`config.mk`:
```
export PLATFORM = sky130hd
export DESIGN_NAME = srs_regsel
export DESIGN_NICKNAME = d
export VERILOG_FILES = /design/src/rtl/srs_pkg.sv /design/src/rtl/srs_flag.sv /design/src/rtl/srs_regsel.sv
export VERILOG_INCLUDE_DIRS = /design/src /design/src/rtl
export SDC_FILE = /design/constraint.sdc
export NUM_CORES = 1
export LEC_CHECK = 0
export BUFFER_PORTS_ARGS = -buffer_cell sky130_fd_sc_hd__buf_2
export CORE_ASPECT_RATIO = 1.4
export CORE_MARGIN = 2
export CORE_UTILIZATION = 44
export CTS_CLUSTER_SIZE = 8
export DETAILED_ROUTE_END_ITERATION = 10
export GPL_TIMING_DRIVEN = 0
export PLACE_DENSITY_LB_ADDON = 0.08
export SETUP_SLACK_MARGIN = 0.02
export SYNTH_ARGS = -nofsm -noshare
export SYNTH_HDL_FRONTEND = slang
export SYNTH_SLANG_ARGS = --single-unit
```
`constraint.sdc`:
```
create_clock -name clk -period 2.5 [get_ports clk]
set_input_delay 0.25 -clock clk [delete_from_list [all_inputs] [get_ports clk]]
set_output_delay 0.25 -clock clk [all_outputs]
set_load 0.01 [all_outputs]
```
`src/rtl/srs_defs.svh`:
```
// Offsets, field positions, reset values and counts of the shared register set.
// Assumes an 8-bit byte-addressed register space decoded by the SMBus slave outside.
`ifndef SRS_DEFS_SVH
`define SRS_DEFS_SVH

`define SRS_ADDR_STRAP     8'h00
`define SRS_ADDR_REVPART   8'h01
`define SRS_ADDR_RSV2      8'h02
`define SRS_ADDR_RSV3      8'h03
`define SRS_ADDR_CTRL      8'h04
`define SRS_ADDR_STAT      8'h05
`define SRS_ADDR_RSV6      8'h06
`define SRS_ADDR_RSV7      8'h07
`define SRS_ADDR_SEL       8'hff

`define SRS_BIT_BCAST      3
`define SRS_BIT_LANE_EN    2
`define SRS_BIT_SOFT_RST   6
`define SRS_BIT_MAS_RST    5
`define SRS_BIT_FORCE_LD   4
`define SRS_BIT_LD_DIS     7
`define SRS_BIT_LD_DONE    4

`define SRS_RST_CTRL       8'h01
`define SRS_RST_CTRL_RW    8'h9f
`define SRS_RST_STAT_RW    8'he0
`define SRS_RST_RSV2       8'h00
`define SRS_RST_RSV6       8'h00
`define SRS_RST_RSV7       8'h05
`define SRS_RST_SEL        4'h0
`define SRS_ADDR_BASE      7'h18
`define SRS_NUM_LANES      4

`endif

```
`src/rtl/srs_pkg.sv`:
```
// Types shared by the register-select front end, its host model and its bench.
// Assumes srs_defs.svh is compiled alongside.
package srs_pkg;

	typedef struct packed {
		logic       wr;
		logic       rd;
		logic [7:0] addr;
		logic [7:0] wdata;
	} srs_req_s;

	typedef struct packed {
		logic [3:0] lane_we;
		logic [1:0] lane_rsel;
		logic       lane_rd;
		logic [7:0] addr;
		logic [7:0] wdata;
	} srs_lane_s;

	typedef enum logic [2:0] {
		SRS_LD_IDLE = 3'b001,
		SRS_LD_BUSY = 3'b010,
		SRS_LD_DONE = 3'b100
	} srs_ld_e;

endpackage : srs_pkg

```
`src/rtl/srs_flag.sv`:
```
// Sticky flag: set by a hardware event pulse, cleared by a synchronous clear.
// Assumes set and clear come from the clk domain.
`timescale 1ns/1ps
module srs_flag (
	// Clock and reset
	input  wire logic clk,
	input  wire logic rst,
	// Control
	input  wire logic set,
	input  wire logic clr,
	output logic      flag
);
	always_ff @(posedge clk or posedge rst) begin
		if (rst) begin
			flag <= 1'b0;
		end else if (set) begin
			// Set wins over a clear in the same cycle
			flag <= 1'b1;
		end else if (clr) begin
			flag <= 1'b0;
		end
	end
endmodule : srs_flag

```
`src/rtl/srs_regsel.sv`:
```
// Shared register set and lane-space select of a four-lane retimer.
// Assumes an SMBus slave outside presents one-cycle rd/wr strobes with address.
// Behaviour
// Top-address write always hits select register
// Lane enable zero routes all to shared
// Lane enable one routes to pointed lane
// Broadcast plus enable writes all lanes
// Writes to read-only fields are ignored
// Host leaves reserved addresses and bits alone; the bench writes 8'haa to reserved address 07 before its soft reset check
// Host uses read-modify-write for fields
// Address zero reads strapped address bits
// Soft reset bit restores shared defaults
// Master reset bit resets EEPROM master
// Force bit requests EEPROM configuration load
// Disable bit blocks master-mode EEPROM load
// Load done flag read-only, resets one
// Per-lane interrupt flags, lane0 at bit3
// Select fields reset to zero
// Lane reads follow pointer despite broadcast
// Select reads invalid, host writes zeros
// Soft reset also clears select register
`timescale 1ns/1ps
`include "srs_defs.svh"
module srs_regsel (
	// Clock and reset
	input  wire logic              clk,
	input  wire logic              rst,
	// Register access from the SMBus slave
	input  wire srs_pkg::srs_req_s req,
	output logic [7:0]             rdata,
	// Lane register sets
	output srs_pkg::srs_lane_s     lane,
	input  wire logic [7:0]        lane_rdata,
	input  wire logic [3:0]        lane_irq,
	// Straps and identity
	input  wire logic [3:0]        strap_addr,
	output logic [6:0]             smbus_addr,
	// EEPROM master engine
	output logic                   mas_rst,
	output logic                   rom_load_start,
	input  wire logic              rom_load_done
);
	import srs_pkg::*;

	// Arbitrary revision and part code, not of any real part
	localparam logic [7:0] REV_PART = 8'h5a;

	typedef struct packed {
		logic [7:0] ctrl;
		logic [7:0] stat_rw;
		logic       ld_done;
		logic [7:0] rsv2;
		logic [7:0] rsv6;
		logic [7:0] rsv7;
		logic [3:0] sel;
		logic [3:0] strap;
		logic       mas_rst;
		srs_ld_e    ld;
	} srs_state_s;

	srs_state_s st_r;
	srs_state_s st_nxt;
	logic [3:0] irq_flags;
	logic       lane_mode;
	logic       sh_wr;
	logic       soft_rst;
	logic       irq_clr;

	// shared routing
	assign lane_mode = st_r.sel[`SRS_BIT_LANE_EN];
	// select address never routed away
	assign sh_wr     = req.wr && (req.addr == `SRS_ADDR_SEL || !lane_mode);
	// soft reset pulse
	assign soft_rst  = sh_wr && req.addr == `SRS_ADDR_CTRL && req.wdata[`SRS_BIT_SOFT_RST];
	assign irq_clr   = soft_rst;

	// sticky per-lane interrupt flags
	for (genvar g = 0; g < `SRS_NUM_LANES; g++) begin : g_irq
		srs_flag u_flag (
			.clk  (clk),
			.rst  (rst),
			.set  (lane_irq[g]),
			.clr  (irq_clr),
			.flag (irq_flags[3 - g])
		);
	end

	always_comb begin
		st_nxt         = st_r;
		st_nxt.mas_rst = 1'b0;
		st_nxt.strap   = strap_addr;
		if (sh_wr) begin
			case (req.addr)
				// select register write
				`SRS_ADDR_SEL:  st_nxt.sel = req.wdata[3:0];
				`SRS_ADDR_RSV2: st_nxt.rsv2 = req.wdata;
				`SRS_ADDR_RSV6: st_nxt.rsv6 = req.wdata;
				`SRS_ADDR_RSV7: st_nxt.rsv7 = req.wdata;
				`SRS_ADDR_CTRL: begin
					// self-clearing bits never stored
					st_nxt.ctrl = req.wdata & `SRS_RST_CTRL_RW;
					// master engine reset pulse
					st_nxt.mas_rst = req.wdata[`SRS_BIT_MAS_RST];
				end
				// read-only status bits kept
				`SRS_ADDR_STAT: st_nxt.stat_rw = req.wdata & `SRS_RST_STAT_RW;
				default: ;
			endcase
		end
		// EEPROM load sequencing
		case (st_r.ld)
			SRS_LD_IDLE: begin
				// load disable gate
				if (st_r.ctrl[`SRS_BIT_FORCE_LD] && !st_r.stat_rw[`SRS_BIT_LD_DIS]) begin
					st_nxt.ld      = SRS_LD_BUSY;
					st_nxt.ld_done = 1'b0;
				end
			end
			SRS_LD_BUSY: begin
				// done flag set on completion
				if (rom_load_done) begin
					st_nxt.ld      = SRS_LD_DONE;
					st_nxt.ld_done = 1'b1;
				end
			end
			SRS_LD_DONE: begin
				// A new load needs the force bit cleared first
				if (!st_r.ctrl[`SRS_BIT_FORCE_LD]) begin
					st_nxt.ld = SRS_LD_IDLE;
				end
			end
			default: st_nxt.ld = SRS_LD_IDLE;
		endcase
		if (st_r.mas_rst) begin
			st_nxt.ld = SRS_LD_IDLE;
		end
		// shared defaults restored
		if (soft_rst) begin
			st_nxt.ctrl    = `SRS_RST_CTRL;
			st_nxt.stat_rw = 8'h00;
			st_nxt.ld_done = 1'b1;
			st_nxt.rsv2    = `SRS_RST_RSV2;
			st_nxt.rsv6    = `SRS_RST_RSV6;
			st_nxt.rsv7    = `SRS_RST_RSV7;
			// select cleared too
			st_nxt.sel     = `SRS_RST_SEL;
			st_nxt.ld      = SRS_LD_IDLE;
		end
	end

	always_ff @(posedge clk or posedge rst) begin
		if (rst) begin
			st_r.ctrl    <= `SRS_RST_CTRL;
			st_r.stat_rw <= 8'h00;
			st_r.ld_done <= 1'b1;
			st_r.rsv2    <= `SRS_RST_RSV2;
			st_r.rsv6    <= `SRS_RST_RSV6;
			st_r.rsv7    <= `SRS_RST_RSV7;
			// select resets to zero
			st_r.sel     <= `SRS_RST_SEL;
			st_r.strap   <= 4'h0;
			st_r.mas_rst <= 1'b0;
			st_r.ld      <= SRS_LD_IDLE;
		end else begin
			st_r <= st_nxt;
		end
	end

	// broadcast write enables
	always_comb begin
		lane.lane_we = 4'h0;
		if (req.wr && lane_mode && req.addr != `SRS_ADDR_SEL) begin
			if (st_r.sel[`SRS_BIT_BCAST]) begin
				lane.lane_we = 4'hf;
			end else begin
				// pointed lane only
				lane.lane_we[st_r.sel[1:0]] = 1'b1;
			end
		end
	end
	// reads follow pointer
	assign lane.lane_rsel = st_r.sel[1:0];
	assign lane.lane_rd   = req.rd && lane_mode && req.addr != `SRS_ADDR_SEL;
	assign lane.addr      = req.addr;
	assign lane.wdata     = req.wdata;

	// 7-bit address from strap
	assign smbus_addr     = `SRS_ADDR_BASE + {3'h0, st_r.strap};
	assign mas_rst        = st_r.mas_rst;
	assign rom_load_start = st_r.ld == SRS_LD_BUSY;

	always_ff @(posedge clk or posedge rst) begin
		if (rst) begin
			rdata <= 8'h00;
		end else if (req.rd) begin
			if (req.addr == `SRS_ADDR_SEL) begin
				// select readback is not valid
				rdata <= 8'h00;
			end else if (lane_mode) begin
				rdata <= lane_rdata;
			end else begin
				case (req.addr)
					// strap read-only field
					`SRS_ADDR_STRAP:   rdata <= {st_r.strap, 4'h0};
					`SRS_ADDR_REVPART: rdata <= REV_PART;
					`SRS_ADDR_RSV2:    rdata <= st_r.rsv2;
					`SRS_ADDR_CTRL:    rdata <= st_r.ctrl;
					// lane0 lands at bit 3
					`SRS_ADDR_STAT:    rdata <= {st_r.stat_rw[7:5], st_r.ld_done, irq_flags};
					`SRS_ADDR_RSV6:    rdata <= st_r.rsv6;
					`SRS_ADDR_RSV7:    rdata <= st_r.rsv7;
					default:           rdata <= 8'h00;
				endcase
			end
		end
	end

	sel_write_a: assert property (@(posedge clk) disable iff (rst)
		req.wr && req.addr == `SRS_ADDR_SEL && !soft_rst |=> st_r.sel == $past(req.wdata[3:0]))
		else $error("select write lost");
	shared_route_a: assert property (@(posedge clk) disable iff (rst)
		!lane_mode |-> lane.lane_we == 4'h0 && !lane.lane_rd)
		else $error("lane access while shared");
	lane_point_a: assert property (@(posedge clk) disable iff (rst)
		req.wr && lane_mode && !st_r.sel[3] && req.addr != 8'hff
		|-> lane.lane_we == (4'h1 << st_r.sel[1:0]))
		else $error("wrong lane written");
	bcast_all_a: assert property (@(posedge clk) disable iff (rst)
		req.wr && st_r.sel[3:2] == 2'b11 && req.addr != 8'hff |-> lane.lane_we == 4'hf)
		else $error("broadcast missed a lane");
	ro_hold_a: assert property (@(posedge clk) disable iff (rst)
		req.wr && req.addr == `SRS_ADDR_STAT && st_r.ld == SRS_LD_DONE
		|=> st_r.ld_done == $past(st_r.ld_done))
		else $error("read-only bit written");
	strap_read_a: assert property (@(posedge clk) disable iff (rst)
		req.rd && !lane_mode && req.addr == 8'h00 |=> rdata == {$past(st_r.strap), 4'h0})
		else $error("strap readback wrong");
	soft_reset_a: assert property (@(posedge clk) disable iff (rst)
		soft_rst |=> st_r.sel == 4'h0 && st_r.rsv7 == 8'h05 && !st_r.ctrl[6])
		else $error("soft reset incomplete");
	mas_pulse_a: assert property (@(posedge clk) disable iff (rst)
		sh_wr && req.addr == `SRS_ADDR_CTRL && req.wdata[5] |=> mas_rst ##1 !mas_rst)
		else $error("master reset not a pulse");
	load_block_a: assert property (@(posedge clk) disable iff (rst)
		st_r.ld == SRS_LD_IDLE && st_r.stat_rw[7] && !st_r.mas_rst && !soft_rst
		|=> st_r.ld == SRS_LD_IDLE)
		else $error("load started while disabled");
	done_flag_a: assert property (@(posedge clk) disable iff (rst)
		st_r.ld == SRS_LD_BUSY && rom_load_done && !st_r.mas_rst && !soft_rst |=> st_r.ld_done)
		else $error("done flag not set");
	read_ptr_a: assert property (@(posedge clk) disable iff (rst)
		lane_mode |-> lane.lane_rsel == st_r.sel[1:0])
		else $error("read lane not pointer");
	sel_read_a: assert property (@(posedge clk) disable iff (rst)
		req.rd && req.addr == 8'hff |=> rdata == 8'h00)
		else $error("select readback not zero");

	bcast_c: cover property (@(posedge clk) disable iff (rst) lane.lane_we == 4'hf);
	load_c:  cover property (@(posedge clk) disable iff (rst)
		st_r.ld == SRS_LD_BUSY ##[1:20] st_r.ld == SRS_LD_DONE);
	softr_c: cover property (@(posedge clk) disable iff (rst) soft_rst && st_r.sel != 4'h0);

endmodule : srs_regsel

```
* After elaboration in Yosys (flattened, before gate mapping)
Index checks and enable logic that the tools add are counted.
Word-level totals: input port bits 37, output and inout bits 40, flip-flop bits (word level) 65
Operators by class: reduce and logical (&&, ||, !) cells 33, mux-type cells 32, eq/ne operators 16, $lt $le $gt $ge 2, add/subtract/negate cells 1
Operators by type and width (count):
- $mux W8 | 7
- $pmux W8 S7 | 1
- $mux W45 | 1
- $eq A8 B3 Y1 const B | 4
- $mux W28 | 1
- $reduce_bool A2 Y1 | 11
- $mux W16 | 1
- $mux W3 | 5
- $mux W4 | 3
- $reduce_and A2 Y1 | 6
- $mux W1 | 10
- $logic_and A1 B1 Y1 | 9
- $pmux W3 S3 | 1
- $eq A8 B1 Y1 const B | 1
- $eq A8 B2 Y1 const B | 1
- $eq A8 B8 Y1 const B | 1
- $logic_not A8 Y1 | 1
- $ne A4 B3 Y1 const B | 2
- $ne A8 B8 Y1 const B | 1
- $add A5 B4 Y6 const A | 1
- $reduce_and A3 Y1 | 2
- $ne A4 B1 Y1 const B | 1
- $eq A3 B1 Y1 const B | 1
- $eq A3 B2 Y1 const B | 1
- other kinds (10) | 11

* Logic depth before layout (Yosys ltp)
word-level depth 7, gate-level depth with buffers 6

* By module
From an unflattened synthesis, not the netlist that was laid out.
Unflattened totals: cell total of the unflattened synthesis 318, area, all modules 3100.5 µm²
By module, submodules not included:
- srs_regsel | instances 1, cells an instance 302, seq. area each 1357.6 µm², area an instance 2940.3 µm²
- srs_flag | instances 4, cells an instance 4, seq. area each 25.0 µm², area an instance 40.0 µm²

* Worst setup path before layout
OpenSTA, ideal clock, no wires.
path type input port to flip-flop, from in req[11] in the netlist's numbering, to reg st_r[43] in the netlist's numbering, data required time 2379 ps, stages on the path 4, data arrival time 1773 ps, setup slack 606 ps, cells stage by stage or4_4 -> or3b_4 -> or3_1 -> a22o_1
Between the ends: cells in the longest elaborated chain, start to end 7
RTL lines:
- from (decl) | line srs_regsel.sv:29 | input wire srs_pkg::srs_req_s req,
- $eq A8 B8 Y1
- $logic_or A1 B1 Y1 | line srs_regsel.sv:72 | assign sh_wr = req.wr && (req.addr == `SRS_ADDR_SEL || !lane_mode);
- $logic_and A1 B1 Y1 | line srs_regsel.sv:72
- $logic_and A1 B1 Y1 (no line)
- $logic_and A1 B1 Y1 | line srs_regsel.sv:74 | assign soft_rst = sh_wr && req.addr == `SRS_ADDR_CTRL && req.wdata[`SRS_BIT_SOFT_RST];
- $reduce_bool A2 Y1 (no line)
- $reduce_and A2 Y1 (no line)
- to (signal assigned) | line srs_regsel.sv:165 | st_r <= st_nxt;
- to (decl) | line srs_regsel.sv:61 | srs_state_s st_r;
Parallel ways exist; a longest one is shown, timed or not. A chain may end at the register's enable or synchronous reset.

==> impl_results.md <==
* Fin area at roughly 0.0037 mm²
* Number of cells produced by synthesis at 302
* Core ar. at ~0.0066 mm²
* Root Buffer: clkbuf_8
* Row count at 35
* Routed Antenna Nets at 0
* Final WL at approximately 8 mm
* LEAKAGE at between 1.5 and 2 nW
* Setup crit end kind: primary output
* Commonest non-fill, non-tap cells in the layout: buf_2, dfrtp_1, a21oi_1
* Synth cell types at 44
* Layout cell share with drive strength beyond 1 at 0.3291
* Vias in the first global route at around 2400
* Pre-CTS setup slack at 0.05156 ns
* Worst path cell trace: clkbuf_1, and3_1, clkbuf_1, a31oi_1, buf_2
* DRC violations left at 0
* Critical path launch point type: primary input
* Final WS setup at around 0.45 ns
* Detailed Place HPWL at 5.589 mm
* Setup violators final at 0
* 1st-iter DRT viols at 183
* Syn Area/Cell at 10.02 µm²
* # diodes at 0
* Sequential element share of the synthesized area at 0.4818
* Max Slew Vio Count at 0
* Period utilization at 0.8216
* WHS at 0.01683 ns
* Post-synthesis net count at 339
* Vias at 2570
* TritonCTS clock tree: built
* Max IR drop VDD at 0.3725 mV
* Crit-path leading delay family: compound AO/OA/AOI/OAI gates
* Max incr delay on CP at 0.68 ns
* WP data arrival at between 1.5 and 2 ns
* Initial Utilization at 0.4575
* Status: finished, final reports clean
* Total negative slack at 0 ns
* Power per cell area at approximately 550 mW/mm²
* Synth warn at 0
* Antenna violations before repair at 0
* Area grow syn2layout at 23.78%
* Setup Crit Path Kind: primary input to primary output
* DR vias/cell at 5.277
* Top Ports at 77
* RePlAce Congestion at just under 0.9
* CTS buffer count at 9
* Die X at 74.08 µm
* Clk slew on worst S/H paths at about 0.060 ns
* Wirelength per Cell at 16.00 µm
* Crit path top cell by count: clkbuf_1
* Maximum Capacitance Violations at 0
* Placed inst area at 0.003526 mm²
* Nets at 428
* Htree depth at 3
* Final worst path period need at 2.054 ns
* RSZ-0062 raised after global routing: false
* Clock skew after layout at between 0.007 and 0.008 ns
* Main synth FF type: dfrtp_1
* Die H at 102.1 µm
* Min-delay worst type: primary input to register
* Max Root-Sink Buffers at 2
* Least-Margin Pin Slew at 0.8977 ns
* GR Overflow Total at 0
* Clk sink count at 58
* Crit-path max FO at 10
* CP max stage cell: a31oi_1
* Hold Vio Cnt, Final at 0
* Post-synth EDFFs at 0
* Synthesized flop and latch total at 58
* Most common cell after layout, fill and taps aside: buf_2
* Worst skew pair latency at 0.34 ns
* Max Fclk at 486.8 MHz
* Tot GR Track Use at 0.2257
* Syn Std Cell Area at 0.003025 mm²
* Worst slew margin at 0.4009
* Port Buffers at 73
* First-pass GRT wire length at 12.50 mm
* TritonRoute pass-1 iters at 4
* Largest net degree at the start of global routing at 43
* CP required at between 2 and 2.5 ns
* Ys async rst share at 1.000
* Full die area at 0.007565 mm²
* CP bufs+invs at 3
-- through the flow --
stage,instances,total power [mW],util
2_1_floorplan,302,1.206,-
3_3_place_gp,467,1.313,0.5302
3_5_place_dp,468,1.321,0.5332
4_1_cts,486,2.088,0.5633
5_1_grt,487,2.160,0.5663
6_report,487,2.066,0.5663
-- routing by layer --
| metal | track usage | routed length [µm] | vias to the layer above | part of all wire |
|---|---|---|---|---|
| li1 | - | - | 1242 | - |
| met1 | 0.2844 | 3410 | 1245 | 0.44 |
| met2 | 0.3791 | 3934 | 71 | 0.50 |
| met3 | 0.04142 | 298 | 12 | 0.038 |
| met4 | 0.09091 | 150 | 0 | 0.019 |
| met5 | 0 | 0 | - | 0 |
-- final cells by class --
cell class              instances  area, µm²
fillers                       627       2868
clock inverters                 5      31.28
multi-input cells             196       1310
inverters                      11      41.29
well taps                      92      115.1
repair buffers                 78      422.9
flip-flops and latches         58       1458
clock buffers                  10      137.6
plain buffers                  37      229.0
-- synth_stat cells, types with 4 or more instances --
cell,number,share of area
dfrtp_1,53,0.44
nand2b_1,7,0.014
nor2b_1,12,0.025
buf_4,24,0.060
a21o_1,4,0.0099
nand2_1,16,0.020
nand3b_1,4,0.0099
clkbuf_1,10,0.012
dfstp_2,5,0.043
o21ai_0,19,0.031
mux2i_1,18,0.060
inv_1,11,0.014
a21oi_1,29,0.048
nor3_1,5,0.0083
nor2_1,19,0.024
a22o_1,17,0.049
-- registers in the layout, summed over array words and instances (netlist names) --
register and flops:
lane 2, rdata 8, st_r 42, lane_mode 1
mas_rst 1, g_irq.u_flag.flag 4
-- what timing repair did --
action | CTS | global route
buffers inserted | 0 | 1
setup endpoints to repair | 0 | 24
gates resized for setup | 0 | 2
hold buffers | 3 | 0
endpoints found under the hold margin | 16 | 0
-- worst paths after layout --
kind / slack, ns / endpoint / cells after the start / startpoint
worst max-delay path: 0.45 / lane[16] / 5 / req[10]
worst min-delay path: 0.02 / st_r[7]$_DFF_PP0_ / 1 / strap_addr[3]
worst max register to register: 0.52 / st_r[23]$_DFFE_PP0P_ / 4 / lane_mode$_DFFE_PP0P_
worst min register to register: 0.48 / st_r[46]$_DFFE_PP0P_ / 2 / st_r[46]$_DFFE_PP0P_
max in group asynchronous: 1.46 / st_r[14]$_DFFE_PP1P_ / 4 / rst
min in group asynchronous: 0.43 / lane_mode$_DFFE_PP0P_ / 3 / rst
-- cells by family (layout without fill, tap and decap cells) --
logic type	count (synthesis)	in the layout	synth area share
and+or+nand+nor	88	88	0.1662
AOI/OAI and AO/OA	86	86	0.1832
DFF	58	58	0.4818
buffers and inverters	48	141	0.08933
muxes	21	21	0.07816
other	1	1	0.001240
-- where the power goes --
part	internal, mW	switching, mW
logic	0.133	0.149
clock network	0.377	0.382
registers	0.993	0.0316
Note: power is estimated with default switching activity, not from simulation.
